--- config.mk ---
export PLATFORM = sky130hd
export DESIGN_NAME = itfd_decoder
export DESIGN_NICKNAME = d
export VERILOG_FILES = /design/src/itfd_pkg.sv /design/src/itfd_decoder.sv
export SDC_FILE = /design/constraint.sdc
export NUM_CORES = 1
export LEC_CHECK = 0
export ABC_AREA = 1
export ABC_CLOCK_PERIOD_IN_PS = 1750
export BUFFER_PORTS_ARGS = -buffer_cell sky130_fd_sc_hd__buf_2
export CAP_MARGIN = 20
export CORE_ASPECT_RATIO = 1.25
export CORE_MARGIN = 3
export CORE_UTILIZATION = 33
export CTS_BUF_LIST = sky130_fd_sc_hd__clkbuf_16
export CTS_CLUSTER_DIAMETER = 100
export DETAILED_ROUTE_END_ITERATION = 6
export PLACE_DENSITY = 0.52
export SLEW_MARGIN = 0
export SYNTH_ARGS = -nofsm -noshare
export SYNTH_HDL_FRONTEND = slang
export SYNTH_SLANG_ARGS = --single-unit
export TNS_END_PERCENT = 5
--- constraint.sdc ---
create_clock -name core_clk_i -period 1.75 [get_ports core_clk_i]
set_input_delay 0.0875 -clock core_clk_i [delete_from_list [all_inputs] [get_ports core_clk_i]]
set_output_delay 0.0875 -clock core_clk_i [all_outputs]
set_load 0.005 [all_outputs]
--- src/itfd_pkg.sv ---
// itfd_pkg: constants and carriers for the input terminal function decoder
// assumes a single 40 MHz core clock and terminal inputs synchronous to it
package itfd_pkg;
    localparam int unsigned NUM_GP = 4;
    localparam int unsigned NUM_FAST = 2;
    localparam int unsigned NUM_TERM = NUM_GP + NUM_FAST;
    localparam int unsigned CODE_W = 4;
    // clock figures
    localparam int unsigned CLK_PERIOD_NS = 25;
    localparam int unsigned FILT_TIME_NS = 1000;
    localparam int unsigned FILT_CYCLES = (FILT_TIME_NS + CLK_PERIOD_NS - 1) / CLK_PERIOD_NS;
    localparam int unsigned FILT_W = 6;
    localparam logic [FILT_W-1:0] FILT_LAST = FILT_W'(FILT_CYCLES - 1);
    localparam logic [FILT_W-1:0] FILT_RESET = 6'h00;
    localparam logic [NUM_TERM-1:0] TERM_RESET = 6'h00;
    localparam logic [NUM_FAST-1:0] FAST_PULSE_RESET = 2'h0;

    typedef enum logic [3:0] {
        ITFD_FN_NONE      = 4'h0,
        ITFD_FN_FWD_RUN   = 4'h1,
        ITFD_FN_REV_RUN   = 4'h2,
        ITFD_FN_THREE_WIRE = 4'h3,
        ITFD_FN_FWD_JOG   = 4'h4,
        ITFD_FN_REV_JOG   = 4'h5,
        ITFD_FN_COAST     = 4'h6,
        ITFD_FN_FAULT_RST = 4'h7,
        ITFD_FN_RUN_PAUSE = 4'h8,
        ITFD_FN_EXT_FAULT = 4'h9,
        ITFD_FN_FREQ_UP   = 4'ha,
        ITFD_FN_FREQ_DOWN = 4'hb,
        ITFD_FN_UPDN_CLR  = 4'hc,
        ITFD_FN_AB_SWITCH = 4'hd
    } itfd_func_e;

    // level commands held while the terminal is active
    typedef struct packed {
        logic forward_run_cmd;
        logic reverse_run;
        logic three_wire;
        logic forward_jog;
        logic reverse_jog;
        logic coast_stop;
        logic run_pause;
        logic freq_up;
        logic freq_down;
    } itfd_level_s;

    // one-cycle pulses on the activating edge
    typedef struct packed {
        logic fault_reset;
        logic ext_fault;
        logic updn_clear;
        logic ab_toggle;
    } itfd_pulse_s;

    localparam itfd_level_s LEVEL_RESET = '0;
    localparam itfd_pulse_s PULSE_RESET = '0;
endpackage : itfd_pkg

--- src/itfd_decoder.sv ---
// itfd_decoder: filters six input terminals and decodes them into drive commands
// assumes terminals synchronous to core_clk_i; codes set by the host stay legal and unique
`timescale 1ns/10ps

module itfd_decoder (
    input wire logic core_clk_i,
    input wire logic rst_i,
    input wire logic clk_en_i,
    input wire logic [itfd_pkg::NUM_TERM-1:0] term_i,
    input wire logic [itfd_pkg::NUM_TERM*itfd_pkg::CODE_W-1:0] term_code_i,
    input wire logic [itfd_pkg::NUM_FAST-1:0] fast_pulse_mode_i,
    output logic [itfd_pkg::NUM_FAST-1:0] fast_pulse_input_o,
    output itfd_pkg::itfd_level_s level_cmd_o,
    output itfd_pkg::itfd_pulse_s pulse_cmd_o,
    output logic drive_block_o,
    output logic fault_latched_o,
    output logic channel_b_sel_o
);
    // synchroniser, filter and stable state
    logic [itfd_pkg::NUM_TERM-1:0] sync1_reg, sync1_next;
    logic [itfd_pkg::NUM_TERM-1:0] sync2_reg, sync2_next;
    logic [itfd_pkg::NUM_TERM-1:0] stable_reg, stable_next;
    logic [itfd_pkg::FILT_W-1:0] filt_cnt_reg [itfd_pkg::NUM_TERM];
    logic [itfd_pkg::FILT_W-1:0] filt_cnt_next [itfd_pkg::NUM_TERM];
    logic [itfd_pkg::NUM_TERM-1:0] rise;

    // digital role of each terminal; a fast terminal in pulse mode never decodes
    logic [itfd_pkg::NUM_TERM-1:0] digital_en;

    // filter: a level must persist for the filter time before it is accepted
    always_comb begin
        sync1_next = term_i;
        sync2_next = sync1_reg;
        stable_next = stable_reg;
        rise = '0;
        for (int t = 0; t < itfd_pkg::NUM_TERM; t++) begin
            filt_cnt_next[t] = itfd_pkg::FILT_RESET;
            if (sync2_reg[t] != stable_reg[t]) begin
                if (filt_cnt_reg[t] == itfd_pkg::FILT_LAST) begin
                    stable_next[t] = sync2_reg[t];
                    rise[t] = sync2_reg[t];
                end else begin
                    filt_cnt_next[t] = filt_cnt_reg[t] + 6'h01;
                end
            end
        end
    end

    always_ff @(posedge core_clk_i or posedge rst_i) begin
        if (rst_i) begin
            sync1_reg <= itfd_pkg::TERM_RESET;
            sync2_reg <= itfd_pkg::TERM_RESET;
            stable_reg <= itfd_pkg::TERM_RESET;
            for (int t = 0; t < itfd_pkg::NUM_TERM; t++) begin
                filt_cnt_reg[t] <= itfd_pkg::FILT_RESET;
            end
        end else if (clk_en_i) begin
            sync1_reg <= sync1_next;
            sync2_reg <= sync2_next;
            stable_reg <= stable_next;
            for (int t = 0; t < itfd_pkg::NUM_TERM; t++) begin
                filt_cnt_reg[t] <= filt_cnt_next[t];
            end
        end
    end

    // role of each terminal: general ones always digital, fast ones by mode
    always_comb begin
        digital_en = '1;
        for (int f = 0; f < itfd_pkg::NUM_FAST; f++) begin
            digital_en[itfd_pkg::NUM_GP+f] = ~fast_pulse_mode_i[f];
        end
    end

    // command decode
    itfd_pkg::itfd_level_s level_reg, level_next;
    itfd_pkg::itfd_pulse_s pulse_reg, pulse_next;
    logic [itfd_pkg::NUM_FAST-1:0] fast_pulse_reg, fast_pulse_next;
    logic block_reg, block_next;
    logic fault_reg, fault_next;
    logic chan_b_reg, chan_b_next;

    // decode every terminal; the host keeps codes unique so OR merging is safe
    always_comb begin
        logic [itfd_pkg::CODE_W-1:0] code;
        logic act;
        logic edg;
        code = '0;
        act = 1'b0;
        edg = 1'b0;
        level_next = itfd_pkg::LEVEL_RESET;
        pulse_next = itfd_pkg::PULSE_RESET;
        for (int t = 0; t < itfd_pkg::NUM_TERM; t++) begin
            code = term_code_i[t*itfd_pkg::CODE_W +: itfd_pkg::CODE_W];
            act = stable_reg[t] & digital_en[t];
            edg = rise[t] & digital_en[t];
            unique case (code)
                itfd_pkg::ITFD_FN_NONE: ;
                itfd_pkg::ITFD_FN_FWD_RUN: level_next.forward_run_cmd |= act;
                itfd_pkg::ITFD_FN_REV_RUN: level_next.reverse_run |= act;
                itfd_pkg::ITFD_FN_THREE_WIRE: level_next.three_wire |= act;
                itfd_pkg::ITFD_FN_FWD_JOG: level_next.forward_jog |= act;
                itfd_pkg::ITFD_FN_REV_JOG: level_next.reverse_jog |= act;
                itfd_pkg::ITFD_FN_COAST: level_next.coast_stop |= act;
                itfd_pkg::ITFD_FN_FAULT_RST: pulse_next.fault_reset |= edg;
                itfd_pkg::ITFD_FN_RUN_PAUSE: level_next.run_pause |= act;
                itfd_pkg::ITFD_FN_EXT_FAULT: pulse_next.ext_fault |= edg;
                itfd_pkg::ITFD_FN_FREQ_UP: level_next.freq_up |= act;
                itfd_pkg::ITFD_FN_FREQ_DOWN: level_next.freq_down |= act;
                itfd_pkg::ITFD_FN_UPDN_CLR: pulse_next.updn_clear |= edg;
                itfd_pkg::ITFD_FN_AB_SWITCH: pulse_next.ab_toggle |= edg;
                default: ; // codes 14 and 15 select no function and are ignored
            endcase
        end
    end

    // drive state: output block, latched fault, channel select
    always_comb begin
        fast_pulse_next = fast_pulse_mode_i;
        // coast blocks output at once; a fault also stops the drive
        block_next = level_next.coast_stop | fault_reg | pulse_next.ext_fault;
        fault_next = fault_reg;
        if (pulse_next.fault_reset) begin
            fault_next = 1'b0;
        end
        if (pulse_next.ext_fault) begin
            fault_next = 1'b1; // set wins over reset
        end
        chan_b_next = chan_b_reg ^ pulse_next.ab_toggle;
    end

    always_ff @(posedge core_clk_i or posedge rst_i) begin
        if (rst_i) begin
            level_reg <= itfd_pkg::LEVEL_RESET;
            pulse_reg <= itfd_pkg::PULSE_RESET;
            fast_pulse_reg <= itfd_pkg::FAST_PULSE_RESET;
            block_reg <= 1'b0;
            fault_reg <= 1'b0;
            chan_b_reg <= 1'b0;
        end else if (clk_en_i) begin
            level_reg <= level_next;
            pulse_reg <= pulse_next;
            fast_pulse_reg <= fast_pulse_next;
            block_reg <= block_next;
            fault_reg <= fault_next;
            chan_b_reg <= chan_b_next;
        end
    end

    assign level_cmd_o = level_reg;
    assign pulse_cmd_o = pulse_reg;
    assign fast_pulse_input_o = fast_pulse_reg;
    assign drive_block_o = block_reg;
    assign fault_latched_o = fault_reg;
    assign channel_b_sel_o = chan_b_reg;

    // checks: channel select, fault latch and output block
    ab_toggle_a: assert property (@(posedge core_clk_i) disable iff (rst_i)
        clk_en_i && pulse_next.ab_toggle |=> channel_b_sel_o != $past(channel_b_sel_o))
        else $error("channel select did not toggle");
    ab_pulse_a: assert property (@(posedge core_clk_i) disable iff (rst_i)
        clk_en_i && pulse_next.ab_toggle |=> pulse_cmd_o.ab_toggle)
        else $error("channel switch pulse missing");
    fault_set_a: assert property (@(posedge core_clk_i) disable iff (rst_i)
        clk_en_i && pulse_next.ext_fault |=> fault_latched_o && drive_block_o)
        else $error("external fault not latched");
    fault_clear_a: assert property (@(posedge core_clk_i) disable iff (rst_i)
        clk_en_i && pulse_next.fault_reset && !pulse_next.ext_fault |=> !fault_latched_o)
        else $error("fault reset ignored");
    reset_pulse_a: assert property (@(posedge core_clk_i) disable iff (rst_i)
        clk_en_i && pulse_next.fault_reset |=> pulse_cmd_o.fault_reset)
        else $error("fault reset pulse missing");
    fault_block_a: assert property (@(posedge core_clk_i) disable iff (rst_i)
        fault_latched_o |-> drive_block_o)
        else $error("latched fault without output block");
    coast_block_a: assert property (@(posedge core_clk_i) disable iff (rst_i)
        level_cmd_o.coast_stop |-> drive_block_o)
        else $error("coast without output block");

    // checks: level commands follow the decoded level one edge later; all codes 0 decode to nothing
    fwd_run_a: assert property (@(posedge core_clk_i) disable iff (rst_i)
        clk_en_i |=> level_cmd_o.forward_run_cmd == $past(level_next.forward_run_cmd))
        else $error("forward run not forwarded");
    rev_run_a: assert property (@(posedge core_clk_i) disable iff (rst_i)
        clk_en_i |=> level_cmd_o.reverse_run == $past(level_next.reverse_run))
        else $error("reverse run not forwarded");
    three_wire_a: assert property (@(posedge core_clk_i) disable iff (rst_i)
        clk_en_i |=> level_cmd_o.three_wire == $past(level_next.three_wire))
        else $error("three-wire select not forwarded");
    fwd_jog_a: assert property (@(posedge core_clk_i) disable iff (rst_i)
        clk_en_i |=> level_cmd_o.forward_jog == $past(level_next.forward_jog))
        else $error("forward jog not forwarded");
    rev_jog_a: assert property (@(posedge core_clk_i) disable iff (rst_i)
        clk_en_i |=> level_cmd_o.reverse_jog == $past(level_next.reverse_jog))
        else $error("reverse jog not forwarded");
    pause_level_a: assert property (@(posedge core_clk_i) disable iff (rst_i)
        clk_en_i && level_next.run_pause |=> level_cmd_o.run_pause)
        else $error("pause not forwarded");
    pause_release_a: assert property (@(posedge core_clk_i) disable iff (rst_i)
        clk_en_i && !level_next.run_pause |=> !level_cmd_o.run_pause)
        else $error("pause not released");
    freq_up_a: assert property (@(posedge core_clk_i) disable iff (rst_i)
        clk_en_i |=> level_cmd_o.freq_up == $past(level_next.freq_up))
        else $error("frequency up not forwarded");
    freq_down_a: assert property (@(posedge core_clk_i) disable iff (rst_i)
        clk_en_i |=> level_cmd_o.freq_down == $past(level_next.freq_down))
        else $error("frequency down not forwarded");
    no_function_a: assert property (@(posedge core_clk_i) disable iff (rst_i)
        clk_en_i && term_code_i == '0 |=> level_next == itfd_pkg::LEVEL_RESET
        && pulse_next == itfd_pkg::PULSE_RESET)
        else $error("code 0 terminal acted");

    // checks: clear pulse, filter, clock-enable freeze and pulse role
    single_pulse_a: assert property (@(posedge core_clk_i) disable iff (rst_i)
        clk_en_i && pulse_cmd_o.updn_clear |=> !pulse_cmd_o.updn_clear)
        else $error("clear pulse repeated");
    clear_pulse_a: assert property (@(posedge core_clk_i) disable iff (rst_i)
        clk_en_i && pulse_next.updn_clear |=> pulse_cmd_o.updn_clear)
        else $error("clear pulse missing");
    filter_hold_a: assert property (@(posedge core_clk_i) disable iff (rst_i)
        clk_en_i && rise[0] |-> $past(sync2_reg[0], 2) || !clk_en_i)
        else $error("accepted edge not held");
    filter_bound_a: assert property (@(posedge core_clk_i) disable iff (rst_i)
        filt_cnt_reg[0] <= itfd_pkg::FILT_LAST)
        else $error("filter counter overran");
    filter_restart_a: assert property (@(posedge core_clk_i) disable iff (rst_i)
        clk_en_i && sync2_reg[0] == stable_reg[0] |=> filt_cnt_reg[0] == itfd_pkg::FILT_RESET)
        else $error("filter counter not restarted");
    freeze_hold_a: assert property (@(posedge core_clk_i) disable iff (rst_i)
        !clk_en_i |=> $stable(level_cmd_o) && $stable(fault_latched_o) && $stable(channel_b_sel_o))
        else $error("state moved while frozen");
    pulse_mode_a: assert property (@(posedge core_clk_i) disable iff (rst_i)
        clk_en_i && fast_pulse_mode_i[0] && rise[itfd_pkg::NUM_GP]
        && term_code_i[itfd_pkg::NUM_GP*itfd_pkg::CODE_W +: itfd_pkg::CODE_W] == 4'h7
        |-> !pulse_next.fault_reset)
        else $error("pulse-mode terminal decoded");
    pulse_role_a: assert property (@(posedge core_clk_i) disable iff (rst_i)
        clk_en_i |=> fast_pulse_input_o == $past(fast_pulse_mode_i))
        else $error("pulse role flags not reported");
endmodule : itfd_decoder

### Word-level counts from Yosys, hierarchy flattened

Index checks and enable logic that the tools add are counted.

| operators by class | value |
|---|---|
| add/subtract/negate cells | 6 |
| eq/ne operators | 90 |
| multiplexer cells | 104 |
| bitwise operators | 74 |
| reductions and logical operators | 8 |

Operators by type and width:

| operator | count |
|---|---|
| 4-bit equality test (second input constant) | 36 |
| 4-bit by 3-bit equality test with 1-bit output (second input constant) | 24 |
| 1-bit two-way mux | 92 |
| 6-bit two-way mux | 12 |
| 1-bit bitwise OR | 67 |
| 4-bit by 2-bit equality test with 1-bit output (second input constant) | 12 |
| 6-bit by 1-bit adder with 6-bit output (second input constant) | 6 |
| 6-bit equality test (second input constant) | 6 |
| 4-bit by 1-bit equality test with 1-bit output (second input constant) | 6 |
| 3-bit AND reduction | 6 |
| 1-bit != test | 6 |
| 1-bit bitwise AND | 4 |
| 1-bit inverter | 2 |
| 2-bit AND reduction | 1 |
| 2-bit nonzero test | 1 |
| 1-bit XOR | 1 |

| word-level totals | value |
|---|---|
| flip-flop bits (word level) | 72 |
| input bits | 35 |
| word-level logic and storage cells | 313 |

### Logic depth before layout (Yosys ltp)

Gate-level depths: netlist (run 1).

| logic depth | value |
|---|---|
| depth in word-level cells | 16 |
| mapped depth | 10 |
| depth with buffers taken out | 10 |

### Worst setup path after synthesis (run 1)

Ideal clock, no wire load.

| path | value |
|---|---|
| path type | register to register |
| start point | reg filt_cnt_reg[24] in the netlist's numbering |
| end point | reg pulse_reg, in the netlist pulse_cmd_o[0] |
| arrival time | 1.189 ns |
| required time | 1.632 ns |
| setup slack | 0.443 ns |
| stages on the path, launching flop included | 10 |
| clock period less this slack | 1.307 ns |
| cell sequence | dfrtp_1 ha_1 nand2_1 nor2_2 nand3_1 inv_1 a21oi_1 nand2_1 nand2_1 nand2_1 |

| on the way | value |
|---|---|
| longest elaborated chain between the ends | 13 |

Ends and longest elaborated chain:

| what | RTL line | RTL |
|---|---|---|
| start: declaration | itfd_decoder.sv:23 | `logic [itfd_pkg::FILT_W-1:0] filt_cnt_reg [itfd_pkg::NUM_TERM];` |
| start signal: indexed assignment | itfd_decoder.sv:55 | `filt_cnt_reg[t] <= itfd_pkg::FILT_RESET;` |
| start signal: indexed assignment | itfd_decoder.sv:62 | `filt_cnt_reg[t] <= filt_cnt_next[t];` |
| 6-bit equality test * | itfd_decoder.sv:39 | `if (filt_cnt_reg[t] == itfd_pkg::FILT_LAST) begin` |
| 1-bit two-way mux * | itfd_decoder.sv:39 |  |
| 1-bit two-way mux * | itfd_decoder.sv:38 | `if (sync2_reg[t] != stable_reg[t]) begin` |
| 1-bit bitwise OR * | itfd_decoder.sv:111 | `itfd_pkg::ITFD_FN_AB_SWITCH: pulse_next.ab_toggle \|= edg;` |
| 1-bit two-way mux * | itfd_decoder.sv:97 | `unique case (code)` |
| 1-bit bitwise OR | itfd_decoder.sv:111 |  |
| 1-bit two-way mux * | itfd_decoder.sv:97 |  |
| 1-bit bitwise OR | itfd_decoder.sv:111 |  |
| 1-bit two-way mux * | itfd_decoder.sv:97 |  |
| 1-bit bitwise OR | itfd_decoder.sv:111 |  |
| 1-bit two-way mux * | itfd_decoder.sv:97 |  |
| 1-bit bitwise OR | itfd_decoder.sv:111 |  |
| 1-bit two-way mux * | itfd_decoder.sv:97 |  |
| end signal: assignment | itfd_decoder.sv:135 | `pulse_reg <= itfd_pkg::PULSE_RESET;` |
| end signal: assignment | itfd_decoder.sv:142 | `pulse_reg <= pulse_next;` |
| end: declaration | itfd_decoder.sv:77 | `itfd_pkg::itfd_pulse_s pulse_reg, pulse_next;` |

Mark *: on every way between the ends. The rest lies on a longest branch, timed or not.
A chain may end at the register's enable or synchronous reset.

### Worst setup path in the final report (run 1)

| path | value |
|---|---|
| start point | reg filt_cnt_reg[6] in the netlist's numbering |
| end point | reg fault_reg, in the netlist fault_latched_o |

| on the way | value |
|---|---|
| longest elaborated chain between the ends | 10 |

Ends and longest elaborated chain:

| what | RTL line | RTL |
|---|---|---|
| 6-bit equality test * | itfd_decoder.sv:39 |  |
| 1-bit two-way mux * | itfd_decoder.sv:39 |  |
| 1-bit two-way mux * | itfd_decoder.sv:38 |  |
| 1-bit bitwise AND * | itfd_decoder.sv:96 | `edg = rise[t] & digital_en[t];` |
| 1-bit bitwise OR, on equally long branches | itfd_decoder.sv:107, itfd_decoder.sv:105 |  |
| 1-bit two-way mux | itfd_decoder.sv:97 |  |
| 1-bit bitwise OR, on equally long branches | itfd_decoder.sv:107, itfd_decoder.sv:105 |  |
| 1-bit two-way mux | itfd_decoder.sv:97 |  |
| 2-bit nonzero test (no line) | n/a |  |
| 2-bit AND reduction (no line) | n/a |  |
| end signal: assignment | itfd_decoder.sv:145 | `fault_reg <= fault_next;` |
| end: declaration | itfd_decoder.sv:80 | `logic fault_reg, fault_next;` |

Marks and branches as above.

==> results of run 1 <==
## routing by layer
layer | vias to the layer above | share of wire
li1 | 2049 | -
met1 | 1883 | 0.45
met2 | 82 | 0.50
met3 | 9 | 0.032
met4 | 0 | 0.013
met5 | - | 0
## where the power goes
| group | switching (W) | leakage, nW | total (W) | internal [W] |
|---|---|---|---|---|
| clock network | 0.000703 | 0.144 | 0.00194 | 0.00123 |
| registers | 0.0000826 | 0.956 | 0.00185 | 0.00177 |
| logic | 0.000327 | 1.29 | 0.000521 | 0.000194 |
| total | 0.00111 | 2.39 | 0.00431 | 0.00320 |
## critical path, delay by kind of cell (launching register included)
| kind | cells | cell delay (ns) |
|---|---|---|
| adders and majority gates | 1 | 0.23 |
| DFF | 1 | 0.40 |
| and+or+nand+nor | 9 | 0.79 |
## worst max path at each step
stage | startpoint | endpoint | slack, ns | depth (start not counted)
floorplan | filt_cnt_reg[24] | pulse_cmd_o[0] | 0.44 | 9
global placement | filt_cnt_reg[6] | channel_b_sel_o | 0.23 | 10
detailed placement | filt_cnt_reg[6] | fault_latched_o | 0.22 | 10
CTS | filt_cnt_reg[6] | channel_b_sel_o | 0.21 | 10
global route | filt_cnt_reg[24] | channel_b_sel_o | 0.02 | 10
finish | filt_cnt_reg[6] | fault_latched_o | 0.21 | 10
## cell type report
cell class	instances	area [µm²]	share of cell area
flip-flops and latches	72	1802	0.3467
clock inverters	5	83.83	0.01613
clock buffers	9	225.2	0.04334
multi-input cells	434	2216	0.4264
inverters	66	251.5	0.04840
well taps	168	210.2	0.04045
repair buffers	66	407.9	0.07850
## placed cells by master (no fill, tap or decap), drive strengths merged
cell,n
o211a,1
nor3,30
a21oi,10
nor2,106
a32o,2
xnor2,2
inv,64
nor4,1
o21ai,32
a22o,3
clkinv,2
a41oi,1
o22ai,19
nand3,45
dlygate4sd3,7
nand4,7
dfrtp,72
clkinvlp,3
clkbuf,9
or2,3
nand2,134
a211oi,1
buf,59
nand3b,2
a31oi,5
o31ai,3
ha,6
bufinv,2
xor2,21
## per-stage QoR
stage,cells,instance area [µm²],power (W)
2_1_floorplan,585,4340,0.002189
3_3_place_gp,799,4817,0.002382
3_5_place_dp,799,4817,0.002394
4_1_cts,820,5196,0.004375
5_1_grt,820,5196,0.004535
6_report,820,5196,0.004309
## kinds of logic (layout without fill, tap and decap cells)
group	after synthesis	after routing	synth area share
XOR/XNOR	23	23	0.04645
adder cells (fa/ha/maj)	6	6	0.01731
AND/OR/NAND/NOR	328	328	0.3376
buffers and inverters	79	146	0.07357
AO/OA/AOI/OAI	77	77	0.1096
flip-flops	72	72	0.4155
==> metrics.cfg, run 1 <==
[hold_path]
min_to = fast_pulse_input_o[0]
min_path_cells = 3
hp-start = fast_pulse_mode_i[0]
hold_path.class = in2reg

[power_and_ir_drop]
power_leakage_nw = 2.393
irDropWorstVdd_uv = 535.6
powerDensity_nw_per_um2 = 829.2

[worst_setup_path]
path_class = reg2reg
r2r_cells = 10
crit_chain = ha_1 -> nand3_2 -> nor2_4 -> nand3_1 -> nand2_1 -> nor2_1 -> nand2_1 -> nand2_1 -> nand2_1 -> nand2_1
end_kind = flop
worstSetupStartpointType = flop
crit_required_ns = 1.97
cpMaxStageDelayCell = dfrtp_1
critical_path.most_common_cell = nand2_1
rr_endpoint = fault_latched_o
arrival_ns = 1.76
path_max_fanout = 6
r2r_slack_ns = 0.21
reg2reg_from = filt_cnt_reg[6]
slowest_delay_ns = 0.40

[global_route]
gr-usage-all-layers = 0.1738
use_met3 = 0.02841
grt_antenna_before_repair = 0
gr-total-overflow = 0
grt_util_met2 = 0.2921
grt_max_degree = 51
grtUsageMet1 = 0.2293
grt_pass1_vias = 3967
busiest_layer = met2
grt_pass1_wl_mm = 19.89

[logic_synthesis]
synth_cell_types = 38
ys_ff_latch = 72
synth_fp_nets = 626
yosysMostFrequentCell = nand2_1
ys_seq_area_frac = 0.4155
synthFlopType = dfrtp_1
synth_area_um2 = 4337
synth_area_per_cell_um2 = 7.413
yosysTopAreaCell = dfrtp_1
synth_common_cells = nand2_1 (133), nor2_1 (95), dfrtp_1 (72), inv_1 (58), nand3_1 (40)
syn-instance-count = 585
yosysWarnings = 0
yosysTopAreaCellShare = 0.4155
synthTopCellsByArea = dfrtp_1 (42%), nand2_1 (12%), nor2_1 (8.2%)
async_flop_share = 1.000
synth_edf_count = 0

[layout]
n_antenna_cell = 0
utilization = 0.4067
fillCellCount = 1393
nNetsFinal = 690
areaGrowthSynthToFinish_pct = 19.82
drive_gt1_frac = 0.1641
largest_register_ffs = 36

[clock_tree]
cts_buffer_depth = 2
post_cts.repair.setup_buffers = 0
clk_latency_ns = 0.33
hold_buffers = 7
cts_htree_levels = 3
cts.sink_count = 72
cts_buffers = 9
cts_tree = yes
cts_resized = 0
root_buffer = clkbuf_16
path_clk_slew_ns = 0.06

[sta]
hold_slack_ns = 0.05487
tightest_slew_ns = 0.5697
setup_ws_ns = 0.2091
fin_setup_tns_ns = 0
timing.final.crit_period_ns = 1.541
drv_slew = 0
finalHoldViolCount = 0
clock_skew_ns = 0.007723
rsz0062_at_grt = no
timing.fmax_mhz = 649.0
maxSlewHeadroom = 0.6194
setup_viol = 0
finalCritPeriodShare = 0.8805

[floorplanning]
chipHeight_um = 134.2
rows = 46
io_pins = 53
fp.coreArea_um2 = 12780
fp.dieW_um = 108.5
start_util = 0.3394
die_area_um2 = 14560

[route]
route.detailed.drc = 0
wl_per_cell_um = 14.56
vias = 4023
firstDrtPassIters = 5
drtAntennaViolNets = 0
drtIter0Drc = 153
viasPerCell = 4.906
routed_wl_mm = 11.94

[placement]
dp_slack_ns = 0.2211
io_buffers = 52
gp_congestion = 0.9108
dp_hpwl_mm = 9.228

[outcome]
status = complete, no violations

[run]
max_cap_viol_count = 0

Note: power is estimated with default switching activity, not from simulation.
==> run 2, diff against run 1 <==
--- a/config.mk
+++ b/config.mk
@@ -16,6 +16,7 @@
 export CTS_CLUSTER_DIAMETER = 100
 export DETAILED_ROUTE_END_ITERATION = 6
 export PLACE_DENSITY = 0.52
+export REMOVE_ABC_BUFFERS = 1
 export SLEW_MARGIN = 0
 export SYNTH_ARGS = -nofsm -noshare
 export SYNTH_HDL_FRONTEND = slang
==> run 2 against run 1 <==
Against the previous run: routed wire length shrank 2.7%; cell count shrank 0.12%; first-iteration DRC count grew 5.9%; cell area shrank 0.19%; register-to-register slack gained 0.03 ns; combinational power shrank 2%; critical path type unchanged; largest cell class unchanged; highest routed layer unchanged.
==> metrics.cfg, run 2 (synthesis results as in run 1) <==
[outcome]
status = complete, no violations

[layout]
nNetsFinal = 687  ; -0.43%
fin_area_um2 = 5186  ; -0.19%
largest_register_ffs = 36  ; unchanged
multi_input_area_um2 = 2216  ; unchanged
final_cell_mix = nand2_1 (133), nor2_1 (95), dfrtp_1 (72)
finalNonFillerCells = 819  ; -0.12%
areaGrowthSynthToFinish_pct = 19.59
final_common_cell = nand2_1
n_antenna_cell = 0  ; unchanged
fillCellCount = 1381  ; -0.86%
utilization = 0.4059  ; -0.0007830
drive_gt1_frac = 0.1613  ; -0.002820
regArea_um2 = 1802  ; unchanged

[worst_setup_path]
end_kind = flop
worstSetupStartpointType = flop
cpMaxStageDelayCell = dfrtp_1
crit_chain = ha_1 -> nand2_1 -> nor2_2 -> nand3_1 -> inv_1 -> a21oi_1 -> nand2_1 -> nand2_1 -> nand2_1 -> nand2_1
path_max_fanout = 4  ; -2
path_class = reg2reg
arrival_ns = 1.79  ; +0.03 ns
r2r_cells = 10  ; unchanged
critical_path.most_common_cell = nand2_1
crit_required_ns = 2.03  ; +0.06 ns
slowest_delay_ns = 0.40  ; about the same

[route]
routed_wl_mm = 11.62  ; -2.7%
wl_per_cell_um = 14.19  ; -2.6%
viasPerCell = 4.946  ; +0.82%
drtIter0Drc = 162  ; +5.9%
route.detailed.drc = 0  ; unchanged
vias = 4051  ; +0.70%
drtAntennaViolNets = 0  ; unchanged
firstDrtPassIters = 4  ; -1

[clock_tree]
clk_latency_ns = 0.34  ; about the same
path_clk_slew_ns = 0.06  ; about the same
post_cts.repair.setup_buffers = 0  ; unchanged
cts_resized = 0  ; unchanged
root_buffer = clkbuf_16
cts_buffers = 9  ; unchanged
cts_buffer_depth = 2  ; unchanged
cts.sink_count = 72  ; unchanged
cts_tree = yes
cts_htree_levels = 3  ; unchanged

[run]
max_cap_viol_count = 0  ; unchanged

[sta]
maxSlewHeadroom = 0.7366  ; +0.1172
finalHoldViolCount = 0  ; unchanged
tightest_slew_ns = 0.3952  ; -0.1746 ns
hold_slack_ns = 0.03550  ; -0.01936 ns
drv_slew = 0  ; unchanged
finalCritPeriodShare = 0.8638  ; -0.01670
setup_viol = 0  ; unchanged
clock_skew_ns = 0.005127  ; -0.002597 ns
rsz0062_at_grt = no
timing.final.crit_period_ns = 1.512  ; -0.02923 ns
timing.fmax_mhz = 661.5  ; +1.9%

[floorplanning]
start_util = 0.3394  ; unchanged
fp.coreArea_um2 = 12780  ; unchanged
die_area_um2 = 14560  ; unchanged
fp.dieW_um = 108.5  ; unchanged
chipHeight_um = 134.2  ; unchanged
rows = 46  ; unchanged
io_pins = 53  ; unchanged

[power_and_ir_drop]
irDropWorstVdd_uv = 387.1  ; -28%
powerDensity_nw_per_um2 = 832.2  ; +0.36%
power_leakage_nw = 2.405  ; +0.46%

[placement]
io_buffers = 52  ; unchanged
gp_congestion = 0.9034  ; -0.81%
placed_cell_area_um2 = 4803  ; -0.29%
placed_cells = 796  ; -0.38%
dp_hpwl_mm = 8.774  ; -4.9%

[global_route]
grt_max_degree = 73  ; +43%
grt_pass1_wl_mm = 19.13  ; -3.8%
grt_pass1_vias = 3997  ; +0.76%
gr-total-overflow = 0  ; unchanged
gr-usage-all-layers = 0.1692  ; -0.004636
grt_antenna_before_repair = 0  ; unchanged

[hold_path]
hold_path.class = in2reg
min_path_cells = 3  ; unchanged

==> run 2: cell types whose count changed in the layout (fill, tap and decap cells not counted) <==
cell / before / now
inv_2: 7 / 8
inv_1: 57 / 58
buf_12: 2 / 3
clkinvlp_4: 3 / 0
buf_4: 5 / 1
clkinv_2: 0 / 3
==> run 2: critical path: cells and delay by family, from the launching register on <==
family / cells / cell delay (ns)
AO/OA/AOI/OAI: 1 / 0.14
flip-flops: 1 / 0.40
adder cells (fa/ha/maj): 1 / 0.22
AND/OR/NAND/NOR: 7 / 0.61
buffers and inverters: 1 / 0.08
==> run 2: layout make-up <==
class                           instances  share of cell area
Multi-Input combinational cell        434              0.4273
Sequential cell                        72              0.3474
Timing Repair Buffer                   63             0.07672
Inverter                               66             0.04777
Clock buffer                            9             0.04343
Tap cell                              168             0.04053
Clock inverter                          7             0.01689
==> run 2: report_power, final <==
group	internal (W)	switching [W]
combinational	0.000193	0.000320
clock	0.00124	0.000715
sequential	0.00177	0.0000824
total	0.00320	0.00112
==> run 2: per-stage QoR <==
step / setup slack, ns / TNS, ns / total power (W)
floorplan: -0.1624 / -11.69 / 0.002158
global placement: 0.2814 / 0 / 0.002375
detailed placement: 0.2295 / 0 / 0.002390
CTS: 0.2299 / 0 / 0.004384
global route: 0.07664 / 0 / 0.004531
finish: 0.2383 / 0 / 0.004316
==> run 2: repair_timing <==
item | 4_1_cts | 5_1_grt
hold endpoints to repair | 78 | 0
hold buffers | 7 | 0
setup endpoints to repair | 0 | 0
==> run 2: path summary, 6_finish.rpt <==
check | from | endpoint | slack (ns)
setup / recovery | filt_cnt_reg[24] | channel_b_sel_o | 0.24
hold / removal | fast_pulse_mode_i[0] | fast_pulse_input_o[0] | 0.04
setup reg to reg | filt_cnt_reg[24] | channel_b_sel_o | 0.24
hold reg to reg | fast_pulse_input_o[0] | fast_pulse_input_o[0] | 0.47
max in group asynchronous | rst_i | level_cmd_o[6] | 1.06
min in group asynchronous | rst_i | filt_cnt_reg[11] | 0.38
==> run 2: layer usage <==
metal  GRT usage  share of wire  vias up
met5           0              0        -
met4     0.07018          0.029        0
met3     0.03563          0.047       22
met2      0.2828           0.50      110
met1      0.2105           0.43     1883
li1            -              -     2036
